File: config.mk
export PLATFORM = sky130hd
export DESIGN_NAME = tmrb_register_bank
export DESIGN_NICKNAME = d
export VERILOG_FILES = /design/src/hw/tmrb_pkg.sv /design/src/hw/tmrb_snap_if.sv /design/src/hw/tmrb_snapshot.sv /design/src/hw/tmrb_register_bank.sv
export SDC_FILE = /design/constraint.sdc
export NUM_CORES = 1
export LEC_CHECK = 0
export BUFFER_PORTS_ARGS = -buffer_cell sky130_fd_sc_hd__buf_2
export CORE_MARGIN = 1
export CORE_UTILIZATION = 56
export DETAILED_ROUTE_END_ITERATION = 7
export GPL_TIMING_DRIVEN = 0
export PLACE_DENSITY = 0.9
export SYNTH_ARGS = -nofsm -noshare
export SYNTH_HDL_FRONTEND = slang
export SYNTH_HIERARCHICAL = 1
export SYNTH_SLANG_ARGS = --single-unit
File: constraint.sdc
create_clock -name clk -period 4.49 [get_ports clk]
set_input_delay 0.2245 -clock clk [delete_from_list [all_inputs] [get_ports clk]]
set_output_delay 0.2245 -clock clk [all_outputs]
set_load 0.01 [all_outputs]
File: src/hw/tmrb_pkg.sv
// Constants and helpers for the temperature monitor register bank.
// Assumes one clock, a synchronous active-high reset and a byte-wide
// front end that has already decoded the two-wire serial protocol.
package tmrb_pkg;
  localparam int NCH = 3;
  localparam logic [7:0] PTR_RST = 8'h00;
  localparam logic [7:0] IDX_STATUS = 8'h02;
  localparam logic [7:0] IDX_HYST = 8'h21;
  localparam logic [7:0] IDX_SW_RST = 8'hFC;
  // Per channel: local, remote1, remote2
  localparam logic [7:0] TEMP_HI_IDX [NCH] = '{8'h00, 8'h01, 8'h23};
  localparam logic [7:0] TEMP_LO_IDX [NCH] = '{8'h29, 8'h10, 8'h24};
  localparam logic [7:0] HLIM_HI_WR [NCH] = '{8'h0B, 8'h0D, 8'h15};
  localparam logic [7:0] HLIM_HI_RD [NCH] = '{8'h05, 8'h07, 8'h15};
  localparam logic [7:0] HLIM_LO_IDX [NCH] = '{8'h3D, 8'h13, 8'h17};
  localparam logic [7:0] LLIM_HI_WR [NCH] = '{8'h0C, 8'h0E, 8'h16};
  localparam logic [7:0] LLIM_HI_RD [NCH] = '{8'h06, 8'h08, 8'h16};
  localparam logic [7:0] LLIM_LO_IDX [NCH] = '{8'h3E, 8'h14, 8'h18};
  localparam logic [7:0] THERM_IDX [NCH] = '{8'h20, 8'h19, 8'h1A};
  // Reset values
  localparam logic [7:0] HLIM_HI_RST = 8'h55;
  localparam logic [3:0] HLIM_LO_RST = 4'h0;
  localparam logic [7:0] LLIM_HI_RST = 8'h00;
  localparam logic [3:0] LLIM_LO_RST = 4'h0;
  localparam logic [7:0] THERM_RST = 8'h55;
  localparam logic [7:0] HYST_RST = 8'h0A;
  localparam logic [7:0] STATUS_RST = 8'h00;
  localparam logic [11:0] RESULT_RST = 12'h000;
  // Low bytes carry their four fraction bits in D7..D4
  localparam logic [3:0] LO_PAD = 4'h0;
  // Status bit positions
  localparam int ST_BUSY = 7;
  localparam int ST_LOCAL_OVER_HIGH_FLAG = 6;
  localparam int ST_LOCAL_UNDER_LOW_FLAG = 5;
  localparam int ST_REMOTE_OVER_HIGH_FLAG = 4;
  localparam int ST_REMOTE_UNDER_LOW_FLAG = 3;
  localparam int ST_OPEN = 2;
  localparam int ST_RTHERM = 1;
  localparam int ST_LTHERM = 0;

  typedef enum logic [1:0] {RK_OTHER, RK_HIGH, RK_LOW} tmrb_rdkind_t;

  // Index of the second byte of a two-byte transfer
  function automatic logic [7:0] tmrb_pair_idx(input logic [7:0] idx);
    logic [7:0] r;
    r = idx;
    for (int ch = 0; ch < NCH; ch++) begin
      if (idx == TEMP_HI_IDX[ch]) r = TEMP_LO_IDX[ch];
      if (idx == HLIM_HI_WR[ch] || idx == HLIM_HI_RD[ch]) r = HLIM_LO_IDX[ch];
      if (idx == LLIM_HI_WR[ch] || idx == LLIM_HI_RD[ch]) r = LLIM_LO_IDX[ch];
    end
    return r;
  endfunction : tmrb_pair_idx
endpackage : tmrb_pkg

File: src/hw/tmrb_snap_if.sv
// Link between the register bank and its result/snapshot store.
// Assumes both ends share the bank clock.
`timescale 1ns/1ps
`default_nettype none
interface tmrb_snap_if;
  logic conv_done;
  logic [1:0] conv_ch;
  logic [11:0] conv_result;
  logic rd_stb;
  logic [1:0] rd_ch;
  tmrb_pkg::tmrb_rdkind_t rd_kind;
  logic [7:0] res_hi;
  logic [7:0] res_lo;
  modport bank (
    output conv_done, conv_ch, conv_result, rd_stb, rd_ch, rd_kind,
    input res_hi, res_lo
  );
  modport snap (
    input conv_done, conv_ch, conv_result, rd_stb, rd_ch, rd_kind,
    output res_hi, res_lo
  );
endinterface : tmrb_snap_if
`default_nettype wire

File: src/hw/tmrb_snapshot.sv
// Temperature result store with the high/low read snapshot.
// Assumes reads are strobed one byte at a time by the bank.
`timescale 1ns/1ps
`default_nettype none
module tmrb_snapshot (
  // Clock and reset
  input wire logic clk,
  input wire logic rst,
  // Bank side
  tmrb_snap_if.snap sif
);
  logic [11:0] res_reg [tmrb_pkg::NCH];
  logic [3:0] snap_lo_reg;
  logic [1:0] snap_ch_reg;
  logic snap_vld_reg;
  logic ch_ok;
  logic [11:0] res_sel;

  always_ff @(posedge clk) begin
    if (rst) begin
      for (int i = 0; i < tmrb_pkg::NCH; i++) res_reg[i] <= tmrb_pkg::RESULT_RST;
    end else if (sif.conv_done && sif.conv_ch < 2'(tmrb_pkg::NCH)) begin
      res_reg[sif.conv_ch] <= sif.conv_result;
    end
  end

  // freeze low nibble at high-byte read
  always_ff @(posedge clk) begin
    if (rst) begin
      snap_vld_reg <= 1'b0;
      snap_lo_reg <= 4'h0;
      snap_ch_reg <= 2'h0;
    end else if (sif.rd_stb) begin
      snap_vld_reg <= (sif.rd_kind == tmrb_pkg::RK_HIGH);
      snap_lo_reg <= res_sel[3:0];
      snap_ch_reg <= sif.rd_ch;
    end
  end

  // Live value, replaced by the frozen nibble while the snapshot holds
  assign ch_ok = sif.rd_ch < 2'(tmrb_pkg::NCH);
  assign res_sel = ch_ok ? res_reg[sif.rd_ch] : tmrb_pkg::RESULT_RST;
  assign sif.res_hi = res_sel[11:4];
  assign sif.res_lo = (snap_vld_reg && snap_ch_reg == sif.rd_ch) ?
    {snap_lo_reg, tmrb_pkg::LO_PAD} : {res_sel[3:0], tmrb_pkg::LO_PAD};
endmodule : tmrb_snapshot
`default_nettype wire

File: src/hw/tmrb_register_bank.sv
// Register bank of a three-channel temperature monitor.
// Assumes a serial front end that strobes index loads, data bytes
// and read requests, and a converter that pulses finished results.
`timescale 1ns/1ps
`default_nettype none
module tmrb_register_bank (
  // Clock and reset
  input wire logic clk,
  input wire logic sys_rst,
  // Index load from each write command
  input wire logic ptr_load,
  input wire logic [7:0] ptr_data,
  // Data byte written
  input wire logic wr_byte,
  input wire logic wr_second,
  input wire logic [7:0] wr_data,
  // Data byte read
  input wire logic rd_byte,
  input wire logic rd_second,
  output logic [7:0] rd_data,
  output logic rd_valid,
  // Converter results
  input wire logic conv_done,
  input wire logic [1:0] conv_ch,
  input wire logic [11:0] conv_result,
  // Status sources
  input wire logic busy,
  input wire logic local_over_high_flag,
  input wire logic local_under_low_flag,
  input wire logic remote_over_high_flag,
  input wire logic remote_under_low_flag,
  input wire logic open_diode_flag,
  input wire logic remote_overtemp_flag,
  input wire logic local_overtemp_flag,
  // Settings to the comparators
  output logic [11:0] high_limit [tmrb_pkg::NCH],
  output logic [11:0] low_limit [tmrb_pkg::NCH],
  output logic [7:0] therm_limit [tmrb_pkg::NCH],
  output logic [7:0] hysteresis,
  // Events and state
  output logic [7:0] reg_index,
  output logic status_read,
  output logic soft_reset
);
  logic [7:0] ptr_reg;
  logic [7:0] status_reg;
  logic [7:0] hyst_reg;
  logic [11:0] hlim_reg [tmrb_pkg::NCH];
  logic [11:0] llim_reg [tmrb_pkg::NCH];
  logic [7:0] therm_reg [tmrb_pkg::NCH];
  logic [7:0] rd_data_reg;
  logic [7:0] rd_data_next;
  logic rd_valid_reg;
  logic status_read_reg;
  logic soft_rst_reg;
  logic bank_rst;
  logic [7:0] wr_idx;
  logic [7:0] rd_idx;
  logic [1:0] rd_ch;
  tmrb_pkg::tmrb_rdkind_t rd_kind;

  tmrb_snap_if sif ();

  // Soft reset lands one cycle after the write, like a power-on
  assign bank_rst = sys_rst | soft_rst_reg;

  always_ff @(posedge clk) begin
    if (bank_rst) begin
      ptr_reg <= tmrb_pkg::PTR_RST;
    end else if (ptr_load) begin
      ptr_reg <= ptr_data;
    end
  end

  // Second byte of a two-byte transfer goes to the partner low byte.
  // The index itself is left alone, so a repeated read starts over.
  assign wr_idx = wr_second ? tmrb_pkg::tmrb_pair_idx(ptr_reg) : ptr_reg;
  assign rd_idx = rd_second ? tmrb_pkg::tmrb_pair_idx(ptr_reg) : ptr_reg;

  always_ff @(posedge clk) begin
    if (sys_rst) begin
      soft_rst_reg <= 1'b0;
    end else begin
      soft_rst_reg <= wr_byte && !soft_rst_reg &&
        (wr_idx == tmrb_pkg::IDX_SW_RST);
    end
  end

  // Limit and THERM registers, one copy per channel
  for (genvar g = 0; g < tmrb_pkg::NCH; g++) begin : g_chan
    always_ff @(posedge clk) begin
      if (bank_rst) begin
        hlim_reg[g] <= {tmrb_pkg::HLIM_HI_RST, tmrb_pkg::HLIM_LO_RST};
      end else if (wr_byte) begin
        if (wr_idx == tmrb_pkg::HLIM_HI_WR[g]) begin
          hlim_reg[g][11:4] <= wr_data;
        end
        if (wr_idx == tmrb_pkg::HLIM_LO_IDX[g]) begin
          hlim_reg[g][3:0] <= wr_data[7:4];
        end
      end
    end

    always_ff @(posedge clk) begin
      if (bank_rst) begin
        llim_reg[g] <= {tmrb_pkg::LLIM_HI_RST, tmrb_pkg::LLIM_LO_RST};
      end else if (wr_byte) begin
        if (wr_idx == tmrb_pkg::LLIM_HI_WR[g]) begin
          llim_reg[g][11:4] <= wr_data;
        end
        if (wr_idx == tmrb_pkg::LLIM_LO_IDX[g]) begin
          llim_reg[g][3:0] <= wr_data[7:4];
        end
      end
    end

    always_ff @(posedge clk) begin
      if (bank_rst) begin
        therm_reg[g] <= tmrb_pkg::THERM_RST;
      end else if (wr_byte && wr_idx == tmrb_pkg::THERM_IDX[g]) begin
        therm_reg[g] <= wr_data;
      end
    end

    // Stored limits feed the comparators directly.
    // range change needs rewrite
    assign high_limit[g] = hlim_reg[g];
    assign low_limit[g] = llim_reg[g];
    assign therm_limit[g] = therm_reg[g];
  end

  always_ff @(posedge clk) begin
    if (bank_rst) begin
      hyst_reg <= tmrb_pkg::HYST_RST;
    end else if (wr_byte && wr_idx == tmrb_pkg::IDX_HYST) begin
      hyst_reg <= wr_data;
    end
  end

  assign hysteresis = hyst_reg;

  always_ff @(posedge clk) begin
    if (bank_rst) begin
      status_reg <= tmrb_pkg::STATUS_RST;
    end else begin
      status_reg[tmrb_pkg::ST_BUSY] <= busy;
      status_reg[tmrb_pkg::ST_LOCAL_OVER_HIGH_FLAG] <= local_over_high_flag;
      status_reg[tmrb_pkg::ST_LOCAL_UNDER_LOW_FLAG] <= local_under_low_flag;
      status_reg[tmrb_pkg::ST_REMOTE_OVER_HIGH_FLAG] <= remote_over_high_flag;
      status_reg[tmrb_pkg::ST_REMOTE_UNDER_LOW_FLAG] <= remote_under_low_flag;
      status_reg[tmrb_pkg::ST_OPEN] <= open_diode_flag;
      status_reg[tmrb_pkg::ST_RTHERM] <= remote_overtemp_flag;
      status_reg[tmrb_pkg::ST_LTHERM] <= local_overtemp_flag;
    end
  end

  // Which result byte, if any, the read index selects
  always_comb begin
    rd_ch = 2'h0;
    rd_kind = tmrb_pkg::RK_OTHER;
    for (int ch = 0; ch < tmrb_pkg::NCH; ch++) begin
      if (rd_idx == tmrb_pkg::TEMP_HI_IDX[ch]) begin
        rd_ch = 2'(ch);
        rd_kind = tmrb_pkg::RK_HIGH;
      end
      if (rd_idx == tmrb_pkg::TEMP_LO_IDX[ch]) begin
        rd_ch = 2'(ch);
        rd_kind = tmrb_pkg::RK_LOW;
      end
    end
  end

  // Result store; any read other than a high byte drops the snapshot
  assign sif.conv_done = conv_done;
  assign sif.conv_ch = conv_ch;
  assign sif.conv_result = conv_result;
  assign sif.rd_stb = rd_byte;
  assign sif.rd_ch = rd_ch;
  assign sif.rd_kind = rd_kind;

  tmrb_snapshot u_snap (
    .clk(clk),
    .rst(bank_rst),
    .sif(sif.snap)
  );

  // Read data selection; limit write indices read the limit high byte, unmapped indices and FCh read 00h
  always_comb begin
    rd_data_next = 8'h00;
    unique case (rd_kind)
      tmrb_pkg::RK_HIGH: begin
        rd_data_next = sif.res_hi;
      end
      tmrb_pkg::RK_LOW: begin
        rd_data_next = sif.res_lo;
      end
      tmrb_pkg::RK_OTHER: begin
        if (rd_idx == tmrb_pkg::IDX_STATUS) rd_data_next = status_reg;
        if (rd_idx == tmrb_pkg::IDX_HYST) rd_data_next = hyst_reg;
        for (int ch = 0; ch < tmrb_pkg::NCH; ch++) begin
          if (rd_idx == tmrb_pkg::HLIM_HI_RD[ch] ||
              rd_idx == tmrb_pkg::HLIM_HI_WR[ch]) begin
            rd_data_next = hlim_reg[ch][11:4];
          end
          if (rd_idx == tmrb_pkg::HLIM_LO_IDX[ch]) begin
            rd_data_next = {hlim_reg[ch][3:0], tmrb_pkg::LO_PAD};
          end
          if (rd_idx == tmrb_pkg::LLIM_HI_RD[ch] ||
              rd_idx == tmrb_pkg::LLIM_HI_WR[ch]) begin
            rd_data_next = llim_reg[ch][11:4];
          end
          if (rd_idx == tmrb_pkg::LLIM_LO_IDX[ch]) begin
            rd_data_next = {llim_reg[ch][3:0], tmrb_pkg::LO_PAD};
          end
          if (rd_idx == tmrb_pkg::THERM_IDX[ch]) begin
            rd_data_next = therm_reg[ch];
          end
        end
      end
      default: begin
        rd_data_next = 8'h00;
      end
    endcase
  end

  // Read answer registered one cycle after the strobe
  always_ff @(posedge clk) begin
    if (bank_rst) begin
      rd_data_reg <= 8'h00;
      rd_valid_reg <= 1'b0;
    end else begin
      rd_valid_reg <= rd_byte;
      if (rd_byte) begin
        rd_data_reg <= rd_data_next;
      end
    end
  end

  // Status-read event for the flag latches outside this bank
  always_ff @(posedge clk) begin
    if (bank_rst) begin
      status_read_reg <= 1'b0;
    end else begin
      status_read_reg <= rd_byte && (rd_idx == tmrb_pkg::IDX_STATUS);
    end
  end

  assign rd_data = rd_data_reg;
  assign rd_valid = rd_valid_reg;
  assign reg_index = ptr_reg;
  assign status_read = status_read_reg;
  assign soft_reset = soft_rst_reg;
endmodule : tmrb_register_bank
`default_nettype wire

==> run summary, run 1 <==
total vias in the final route - 8,216
share of cells above drive strength 1 - 26.96%
crit start category - register
critical path required time - 4.79 ns
gr usage total - 35.26%
Fmax - 236.0 MHz
die area - 17,020 µm²
CP arrival - 4.54 ns
worst hold path class - in2reg
initial antenna violation count - 0
post-synth top area cell - edfxtp_1
static leakage - 0.004149 µW
met3 Use GR - 10.79%
CP Capture Type - register
Mapped Cells - 854
final count of pins violating max slew - 0
gr ovfl total - 0
clk buf depth - 2
met2 Usage GRT - 57.26%
vias in the first global route - 7,779
Die Span Y - 130.5 µm
RD Place Congestion - 1.021
Max-slew headroom - 5.685%
fillers - 1,248
# port buffers - 167
share of flip-flops with an asynchronous set or reset after synthesis - 0%
Synth area leaders - edfxtp_1 43%, dfxtp_1 9.1%, and2_1 5.1%, mux2i_1 4.4%, nand2_1 2.3%
final net count - 1,094
initial core utilization - 57.75%
Via density - 6.434
RSZ-0062 raised after global routing - false
post-synthesis sequential area ratio - 52.00%
met1 usage - 42.86%
Place WS - -0.1843 ns
crit path time final - 4.237 ns
drt drc - 0
worst stage delay on the critical path - 0.50 ns
total power - 3936 µW
number of enable flip-flop cells after synthesis - 132
clock-pin slew on the worst setup and hold paths - 0.07 ns
largest net degree at the start of global routing - 20
register area - 4805 µm²
die width - 130.5 µm
final clock skew - 0.005972 ns
CTS tree - built
Iter 0 DRT Violations - 975
final setup vio count - 0
Setup WS post-layout - 0.2530 ns
Cell Pwr Density - 356.8 nW/µm²
Netlist cell types - 89
Tightest Pin Transition - 1.400 ns
WL final - 29,690 µm
H-tree Lvls - 4
Setup Buffers After CTS - 0
global-route wire length before repair - 43,400 µm
kind of critical path - reg2reg
synthesized area per cell - 10.82 µm²
number of routed nets with antenna violations - 0
HPWL after DPL - 22,090 µm
Max Cap Viol - 0
ys flop type - edfxtp_1
peak supply drop - 362.6 µV
post-synth design cell area - 9240 µm²
Multi-input gate area - 3995 µm²
Max FO, Critical Path - 10
synth warn - 6
share of the synthesized area in the top cell type - 42.90%
most frequent cells in the layout - 186 x buf_2, 132 x edfxtp_1, 75 x and2_1
Register-to-Register Path Depth - 15
Pre-Repair DR Iteration Count - 8
CP max stage cell - or4_4
n_diodes - 0
status - completed
worst-path cell chain - buf_6 -> or4_4 -> buf_6 -> a2bb2o_4 -> a21oi_2 -> a31oi_4 -> buf_2 -> nand3_1 -> a21oi_2 -> clkbuf_1 -> o21ai_0 -> buf_4 -> a221o_1 -> a221oi_1 -> a21oi_1
endpoints failing hold - 0
Worst-Skew Late Latency - 0.43 ns
#FFs+latches synth - 174
period utilisation layout - 94.36%
core area - 16,000 µm²
Most Crowded Layer GR - met2
Std-Cell Rows - 46
wire per inst - 23.25 µm
most common cell after layout, fill and taps aside - buf_2
CTS buffer count - 17
area growth from synthesis to layout - 19.38%
clock root cell - clkbuf_16
worst hold stages - 2
I/O Pins - 169
total clock sinks - 174
==> repair_timing <==
action | 4_1_cts | 5_1_grt
hold buffers | 5 | 0
endpoints found under the hold margin | 5 | 0
resized for setup | 1 | 8
setup endpoints to repair | 5 | 23
==> cells in the mapped netlist (all sizes together), types with 6 or more instances <==
cell / n
a211oi: 9
a21oi: 27
a221o: 10
a221oi: 14
a22oi: 10
a31oi: 9
and2: 75
and3: 6
buf: 44
clkbuf: 30
dfxtp: 42
edfxtp: 132
inv: 21
mux2i: 41
nand2: 56
nand2b: 12
nand3: 16
nand4: 6
nor2: 55
nor3: 41
nor4: 33
o211ai: 9
o21ai: 44
o31ai: 6
or2: 8
or3: 8
xnor2: 8
==> metal layers <==
metal	wire, µm	vias up
li1	-	3603
met1	10670	3892
met2	14150	620
met3	3677	101
met4	1193	0
met5	0	-
==> per-stage QoR <==
step	hold WS [ns]	util, %	instances	setup TNS [ns]	area [µm²]
after floorplan	0.3462	-	857	0	9251
after global placement	0.4269	64.73	1240	-0.3243	10360
after detailed placement	0.4282	64.76	1241	-0.6529	10360
after CTS	0.003956	68.68	1277	0	10990
after global routing	0.005190	68.94	1277	0	11030
final	0.01370	68.94	1277	0	11030
==> worst max-delay path, delay by kind of cell (launching register included) <==
family | cells | cell delay [ns]
compound gates | 8 | 1.95
buf+inv | 5 | 1.18
flops | 1 | 0.32
simple gates | 2 | 0.63
==> power by group <==
group          switching [µW]  internal, µW
clock                     620           851
combinational             410           215
sequential               39.9          1800
total                    1070          2870
==> area by class of cell <==
class / count / area share [%]
inverter: 21 / 0.7146
tap: 216 / 2.450
clock inverter: 9 / 0.9868
timing repair buffer: 173 / 8.076
sequential: 174 / 43.56
multi-input combinational: 588 / 36.22
clock buffer: 23 / 4.242
buffer: 73 / 3.755
==> logic make-up (layout without fill, tap and decap cells) <==
| group | after synthesis | count (layout) | synth area share [%] |
|---|---|---|---|
| AOI/OAI and AO/OA | 185 | 185 | 15.30 |
| xor gates and xnor gates | 10 | 10 | 0.9479 |
| buffers and inverters | 95 | 299 | 5.376 |
| DFF | 174 | 174 | 52.00 |
| muxes | 43 | 43 | 4.685 |
| other | 1 | 4 | 0.04058 |
| and+or+nand+nor | 346 | 346 | 21.65 |
==> final timing paths <==
| check | startpoint | endpoint | slack [ns] |
|---|---|---|---|
| max reg2reg | reg_index[5]$_SDFFE_PP0P_ | rd_data[3]$_SDFFE_PP0P_ | 0.25 |
| max | reg_index[5]$_SDFFE_PP0P_ | rd_data[3]$_SDFFE_PP0P_ | 0.25 |
| min reg2reg | u_snap/snap_vld_reg$_SDFFE_PP0P_ | u_snap/snap_vld_reg$_SDFFE_PP0P_ | 0.48 |
| min | local_overtemp_flag | status_reg[0]$_SDFF_PP0_ | 0.01 |
Power figures use the tool's default switching activity.
==> run 2, diff against run 1 <==
--- a/config.mk
+++ b/config.mk
@@ -6,7 +6,7 @@
 export NUM_CORES = 1
 export LEC_CHECK = 0
 export BUFFER_PORTS_ARGS = -buffer_cell sky130_fd_sc_hd__buf_2
-export CORE_MARGIN = 1
+export CORE_MARGIN = 2
 export CORE_UTILIZATION = 56
 export DETAILED_ROUTE_END_ITERATION = 7
 export GPL_TIMING_DRIVEN = 0
==> constraint.sdc (replaced) <==
create_clock -name clk -period 4.49 [get_ports clk]
set_input_delay 0.2245 -clock clk [delete_from_list [all_inputs] [get_ports clk]]
set_output_delay 0.2245 -clock clk [all_outputs]
set_load 0.1 [all_outputs]
==> run 2 against run 1 <==
  * Sequential share of layout area decreased by 0.054 points
  * Clock skew increased by 0.0042 ns
  * Clock-buffer cell count decreased by 2
  * Core utilization increased by 0.086 points
  * Final area increased by 0.12%
  * Sequential cell count unchanged
  * Maximum frequency decreased by 4.3%
  * Via count increased by 0.56%
  * Clock power increased by 3%
  * Non-clock buffer count unchanged
  * Sequential power about the same
  * Critical endpoint is now rd_data[5]$_SDFFE_PP0P_
==> run summary, run 2 (synthesis gave the netlist of run 1 again) <==
status - completed
Max-slew headroom - 16.76% (+11 points)
drt drc - 0 (unchanged)
total vias in the final route - 8,262 (+0.56%)
clock root cell - clkbuf_16
HPWL after DPL - 21,970 µm (-0.57%)
I/O Pins - 169 (unchanged)
Register-to-Register Path Depth - 16 (+1)
register-to-register setup slack - 0.06 ns (-0.19 ns)
crit start category - register
initial core utilization - 57.75% (unchanged)
final count of pins violating max slew - 0 (unchanged)
Psw - 1377 µW (+29%)
net switching fraction of the power - 32.40% (+5.2 points)
period utilisation layout - 98.64% (+4.3 points)
worst stage delay on the critical path - 0.55 ns (+0.05 ns)
n_diodes - 0 (unchanged)
peak supply drop - 354.2 µV (-2.3%)
Max Cap Viol - 0 (unchanged)
wire per inst - 23.52 µm (+1.1%)
CTS buffer count - 17 (unchanged)
final setup vio count - 0 (unchanged)
Finished Layout Cells - 1,277 (unchanged)
Fmax - 225.8 MHz (-4.3%)
area growth from synthesis to layout - 19.53%
Flop pwr share - 43.3% (-3.4 points)
worst hold path class - in2reg
CP Capture Type - register
Int Pwr - 2873 µW (+0.25%)
core area - 16,000 µm² (unchanged)
final net count - 1,094 (unchanged)
Setup Buffers After CTS - 0 (unchanged)
largest net degree at the start of global routing - 20 (unchanged)
Via density - 6.470 (+0.56%)
CP max stage cell - a211oi_1
H-tree Lvls - 4 (unchanged)
initial antenna violation count - 0 (unchanged)
worst-path cell chain - buf_2 -> buf_2 -> mux2_2 -> o221ai_2 -> a211oi_1 -> o211ai_1 -> a211oi_2 -> buf_6 -> buf_12 -> mux2i_1 -> o21ai_0 -> buf_4 -> a21oi_1 -> nand2_1 -> a221oi_1 -> a21oi_1
die width - 132.5 µm (+1.5%)
clock-pin slew on the worst setup and hold paths - 0.07 ns (about the same)
Std-Cell Rows - 46 (unchanged)
Placed Instances - 1,241 (unchanged)
Worst-Skew Late Latency - 0.43 ns (about the same)
vias in the first global route - 7,992 (+2.7%)
Comb power frac - 21.1% (+5.2 points)
clock group share of total power - 35.7% (-1.7 points)
# port buffers - 167 (unchanged)
clk buf depth - 2 (unchanged)
global-route wire length before repair - 45,550 µm (+4.9%)
Die Span Y - 132.5 µm (+1.5%)
gr usage total - 33.88% (-1.4 points)
WL final - 30,030 µm (+1.1%)
worst hold stages - 2 (unchanged)
share of cells above drive strength 1 - 27.05% (+0.094 points)
die area - 17,540 µm² (+3.1%)
final clock skew - 0.01016 ns (+0.004191 ns)
most frequent cells in the layout - 186 x buf_2, 132 x edfxtp_1, 75 x and2_1
setup TNS - 0 ns (unchanged)
crit path time final - 4.429 ns (+0.1919 ns)
gr ovfl total - 0 (unchanged)
critical path required time - 4.79 ns (about the same)
total clock sinks - 174 (unchanged)
Tightest Pin Transition - 1.235 ns (-0.1645 ns)
kind of critical path - reg2reg
CTS tree - built
endpoints failing hold - 0 (unchanged)
number of routed nets with antenna violations - 0 (unchanged)
CP arrival - 4.73 ns (+0.19 ns)
Max FO, Critical Path - 10 (unchanged)
most common cell after layout, fill and taps aside - buf_2
RD Place Congestion - 1.021 (about the same)
Pre-Repair DR Iteration Count - 7 (-1)
static leakage - 0.004161 µW (+0.29%)
Iter 0 DRT Violations - 1,062 (+8.9%)
Cell Pwr Density - 384.8 nW/µm² (+7.8%)
RSZ-0062 raised after global routing - false
-- run 2: cell count changes in the layout (fill, tap and decap cells not counted), moves of 2 or more --
| cell | change |
|---|---|
| clkinv_2 | -2 |
| inv_8 | +2 |
| clkbuf_16 | +2 |
| clkbuf_1 | -3 |
-- run 2: final timing paths --
kind,start,endpoint
worst min-delay path,open_diode_flag,status_reg[2]$_SDFF_PP0_
worst min register to register,u_snap/snap_vld_reg$_SDFFE_PP0P_,u_snap/snap_vld_reg$_SDFFE_PP0P_
worst max register to register,reg_index[3]$_SDFFE_PP0P_,rd_data[5]$_SDFFE_PP0P_
worst max-delay path,reg_index[3]$_SDFFE_PP0P_,rd_data[5]$_SDFFE_PP0P_
-- run 2: power by group through the flow --
stage,clock network [µW],logic [µW],registers [µW]
5_1_grt,1580,928,1840
4_1_cts,1520,874,1840
3_3_place_gp,0,852,1870
6_report,1520,895,1840
2_1_floorplan,0,369,2150
3_5_place_dp,0,863,1870
-- run 2: area by class of cell --
cell class,count,area (µm²)
well taps,216,270.3
multi-input cells,588,3978
clock buffers,21,493.0
clock inverters,11,115.1
inverters,21,78.83
fillers,1210,4956
repair buffers,173,890.9
flip-flops and latches,174,4805
plain buffers,73,414.1
-- run 2: worst max-delay path, delay by kind of cell (launching register included) --
| kind | cells | cell delay (ns) |
|---|---|---|
| AOI/OAI and AO/OA | 8 | 2.42 |
| buffers and inverters | 5 | 1.04 |
| DFF | 1 | 0.39 |
| muxes | 2 | 0.37 |
| and+or+nand+nor | 1 | 0.07 |
-- run 2: layer usage --
metal | track usage, % | part of all wire (%) | vias up | routed length, µm
met1 | 42.29 | 36 | 3885 | 10930
met4 | 15.65 | 4.4 | 0 | 1327
met5 | 0 | 0 | - | 0
met3 | 8.621 | 12 | 117 | 3593
met2 | 55.56 | 47 | 648 | 14180
li1 | - | - | 3612 | -
-- run 2: per-stage QoR --
step	worst slack [ns]	total power [µW]	area (µm²)	util, %	hold slack [ns]
after detailed placement	-0.1842	2735	10360	64.76	0.4302
after floorplan	0.1828	2521	9251	-	0.3462
final	0.06114	4250	11040	69.03	0.01047
after global routing	0.001084	4353	11040	69.03	0.004064
after global placement	-0.08353	2722	10360	64.73	0.4245
after CTS	0.1468	4232	11020	68.88	0.002123
-- run 2: timing repair --
item                                    CTS  global route
hold buffers                              5             0
resized for setup                         1             3
endpoints found under the setup margin    6             7
endpoints found under the hold margin     5             0
==> run 3, diff against run 2 <==
--- a/config.mk
+++ b/config.mk
@@ -6,8 +6,10 @@
 export NUM_CORES = 1
 export LEC_CHECK = 0
 export BUFFER_PORTS_ARGS = -buffer_cell sky130_fd_sc_hd__buf_2
+export CELL_PAD_IN_SITES_DETAIL_PLACEMENT = 1
+export CELL_PAD_IN_SITES_GLOBAL_PLACEMENT = 2
 export CORE_MARGIN = 2
-export CORE_UTILIZATION = 56
+export CORE_UTILIZATION = 36
 export DETAILED_ROUTE_END_ITERATION = 7
 export GPL_TIMING_DRIVEN = 0
 export PLACE_DENSITY = 0.9
==> run 3 against run 2 <==
  * Final area rose by 1.4%
  * Cell count is 9.1% higher
  * Non-clock buffer count rose by 2
  * Register-to-register slack improved by 0.17 ns
  * Critical path type unchanged
  * Largest cell class unchanged
  * Largest power group unchanged
==> run summary, run 3 (synthesis gave the netlist of run 1 again) <==
total clock sinks - 174 (unchanged)
die area - 26,960 µm² (+54%)
final count of pins violating max slew - 0 (unchanged)
post-route cell area - 11,200 µm² (+1.4%)
gr usage total - 25.24% (-8.6 points)
CP arrival - 4.60 ns (-0.13 ns)
CTS tree - built
initial core utilization - 36.69% (-21 points)
gr ovfl total - 0 (unchanged)
Max-slew headroom - 4.912% (-12 points)
number of routed nets with antenna violations - 0 (unchanged)
worst hold path class - in2reg
Tightest Pin Transition - 1.411 ns (+0.1759 ns)
Fmax - 234.8 MHz (+4.0%)
crit path time final - 4.259 ns (-0.1694 ns)
CTS buffer count - 17 (unchanged)
worst stage delay on the critical path - 0.43 ns (-0.12 ns)
critical path required time - 4.83 ns (+0.04 ns)
period utilisation layout - 94.87% (-3.8 points)
core area - 25,180 µm² (+57%)
I/O Pins - 169 (unchanged)
final setup vio count - 0 (unchanged)
static leakage - 0.004151 µW (-0.25%)
RSZ-0062 raised after global routing - false
largest net degree at the start of global routing - 20 (unchanged)
r2r startpoint - reg_index[0]$_SDFFE_PP0P_
kind of critical path - reg2reg
total vias in the final route - 8,114 (-1.8%)
CP max stage cell - a31oi_4
drt drc - 0 (unchanged)
die width - 164.2 µm (+24%)
final clock skew - 0.01812 ns (+0.007958 ns)
Worst-Skew Late Latency - 0.46 ns (+0.03 ns)
Via density - 5.825 (-10%)
share of cells above drive strength 1 - 27.28% (+0.23 points)
Die Span Y - 164.2 µm (+24%)
DP Area - 10,520 µm² (+1.5%)
Max Cap Viol - 0 (unchanged)
worst-path cell chain - buf_2 -> buf_2 -> nor2_1 -> a32oi_1 -> o21ai_1 -> a31oi_4 -> buf_2 -> nand3_1 -> a21oi_2 -> clkbuf_2 -> o21ai_0 -> buf_4 -> a221o_1 -> a221oi_1 -> a21oi_1
Std-Cell Rows - 58 (+26%)
wire per inst - 24.32 µm (+3.4%)
WL final - 33,880 µm (+13%)
vias in the first global route - 8,028 (+0.45%)
n_diodes - 0 (unchanged)
global-route wire length before repair - 49,820 µm (+9.4%)
most frequent CP cell - buf_2
most frequent cells in the layout - 185 x buf_2, 132 x edfxtp_1, 75 x and2_1
Iter 0 DRT Violations - 758 (-29%)
clock root cell - clkbuf_16
# port buffers - 167 (unchanged)
Max FO, Critical Path - 10 (unchanged)
Final Core Density - 44.47% (-25 points)
setup TNS - 0 ns (unchanged)
clk buf depth - 2 (unchanged)
Setup WS post-layout - 0.2305 ns (+0.1694 ns)
Setup Buffers After CTS - 0 (unchanged)
CP Launch Point - reg_index[0]$_SDFFE_PP0P_
HPWL after DPL - 25,280 µm (+15%)
Place WS - -0.4286 ns (-0.2444 ns)
RD Place Congestion - 0.8998 (-12%)
initial antenna violation count - 0 (unchanged)
H-tree Lvls - 4 (unchanged)
crit start category - register
CP Capture Type - register
Hold Startpoint - ptr_data[2]
Pre-Repair DR Iteration Count - 6 (-1)
peak supply drop - 212.9 µV (-40%)
status - completed
final net count - 1,096 (+0.18%)
clock-pin slew on the worst setup and hold paths - 0.08 ns (about the same)
Cell Pwr Density - 379.0 nW/µm² (-1.5%)
endpoints failing hold - 0 (unchanged)
most common cell after layout, fill and taps aside - buf_2
area growth from synthesis to layout - 21.19%
-- run 3: worst max-delay path, delay by kind of cell (launching register included) --
| kind | cells | cell delay [ns] |
|---|---|---|
| and+or+nand+nor | 2 | 0.27 |
| buffers and inverters | 5 | 1.32 |
| DFF | 1 | 0.34 |
| AOI/OAI and AO/OA | 8 | 2.23 |
-- run 3: final cells by class --
type                    instances  area (µm²)
plain buffers                  73       415.4
clock buffers                  18       429.2
clock inverters                14       147.6
fillers                      2866       13980
inverters                      21       78.83
multi-input cells             588        3996
flip-flops and latches        174        4805
well taps                     330       412.9
repair buffers                175       913.4
-- run 3: what timing repair did --
action                                  4_1_cts  5_1_grt
hold buffers                                  7        0
endpoints found under the setup margin        8       16
endpoints found under the hold margin         7        0
gates resized for setup                       1        8
-- run 3: layer usage --
| layer | track usage, % | vias to the layer above | part of all wire (%) |
|---|---|---|---|
| met1 | 33.14 | 4019 | 42 |
| met2 | 41.73 | 411 | 48 |
| met3 | 3.939 | 74 | 7.1 |
| met4 | 9.968 | 0 | 3.3 |
| li1 | - | 3610 | - |
| met5 | 0 | - | 0 |
-- run 3: power by group --
part	total [µW]	switching [µW]	internal, µW
Clock	1490	751	740
Combinational	913	697	216
Sequential	1840	41.9	1800
-- run 3: metrics by stage --
step           hold slack, ns  cells  power (µW)
2_1_floorplan          0.3462    857        2521
3_3_place_gp           0.4276   1354        2749
3_5_place_dp           0.4286   1355        2765
4_1_cts               0.01513   1393        4235
5_1_grt               0.02732   1393        4351
6_report              0.01792   1393        4244
-- run 3: path summary, 6_finish.rpt --
kind | cells past startpoint | slack, ns | end
setup / recovery | 15 | 0.23 | rd_data[1]$_SDFFE_PP0P_
hold / removal | 3 | 0.02 | reg_index[2]$_SDFFE_PP0P_
setup reg to reg | 15 | 0.23 | rd_data[1]$_SDFFE_PP0P_
hold reg to reg | 2 | 0.50 | u_snap/snap_vld_reg$_SDFFE_PP0P_
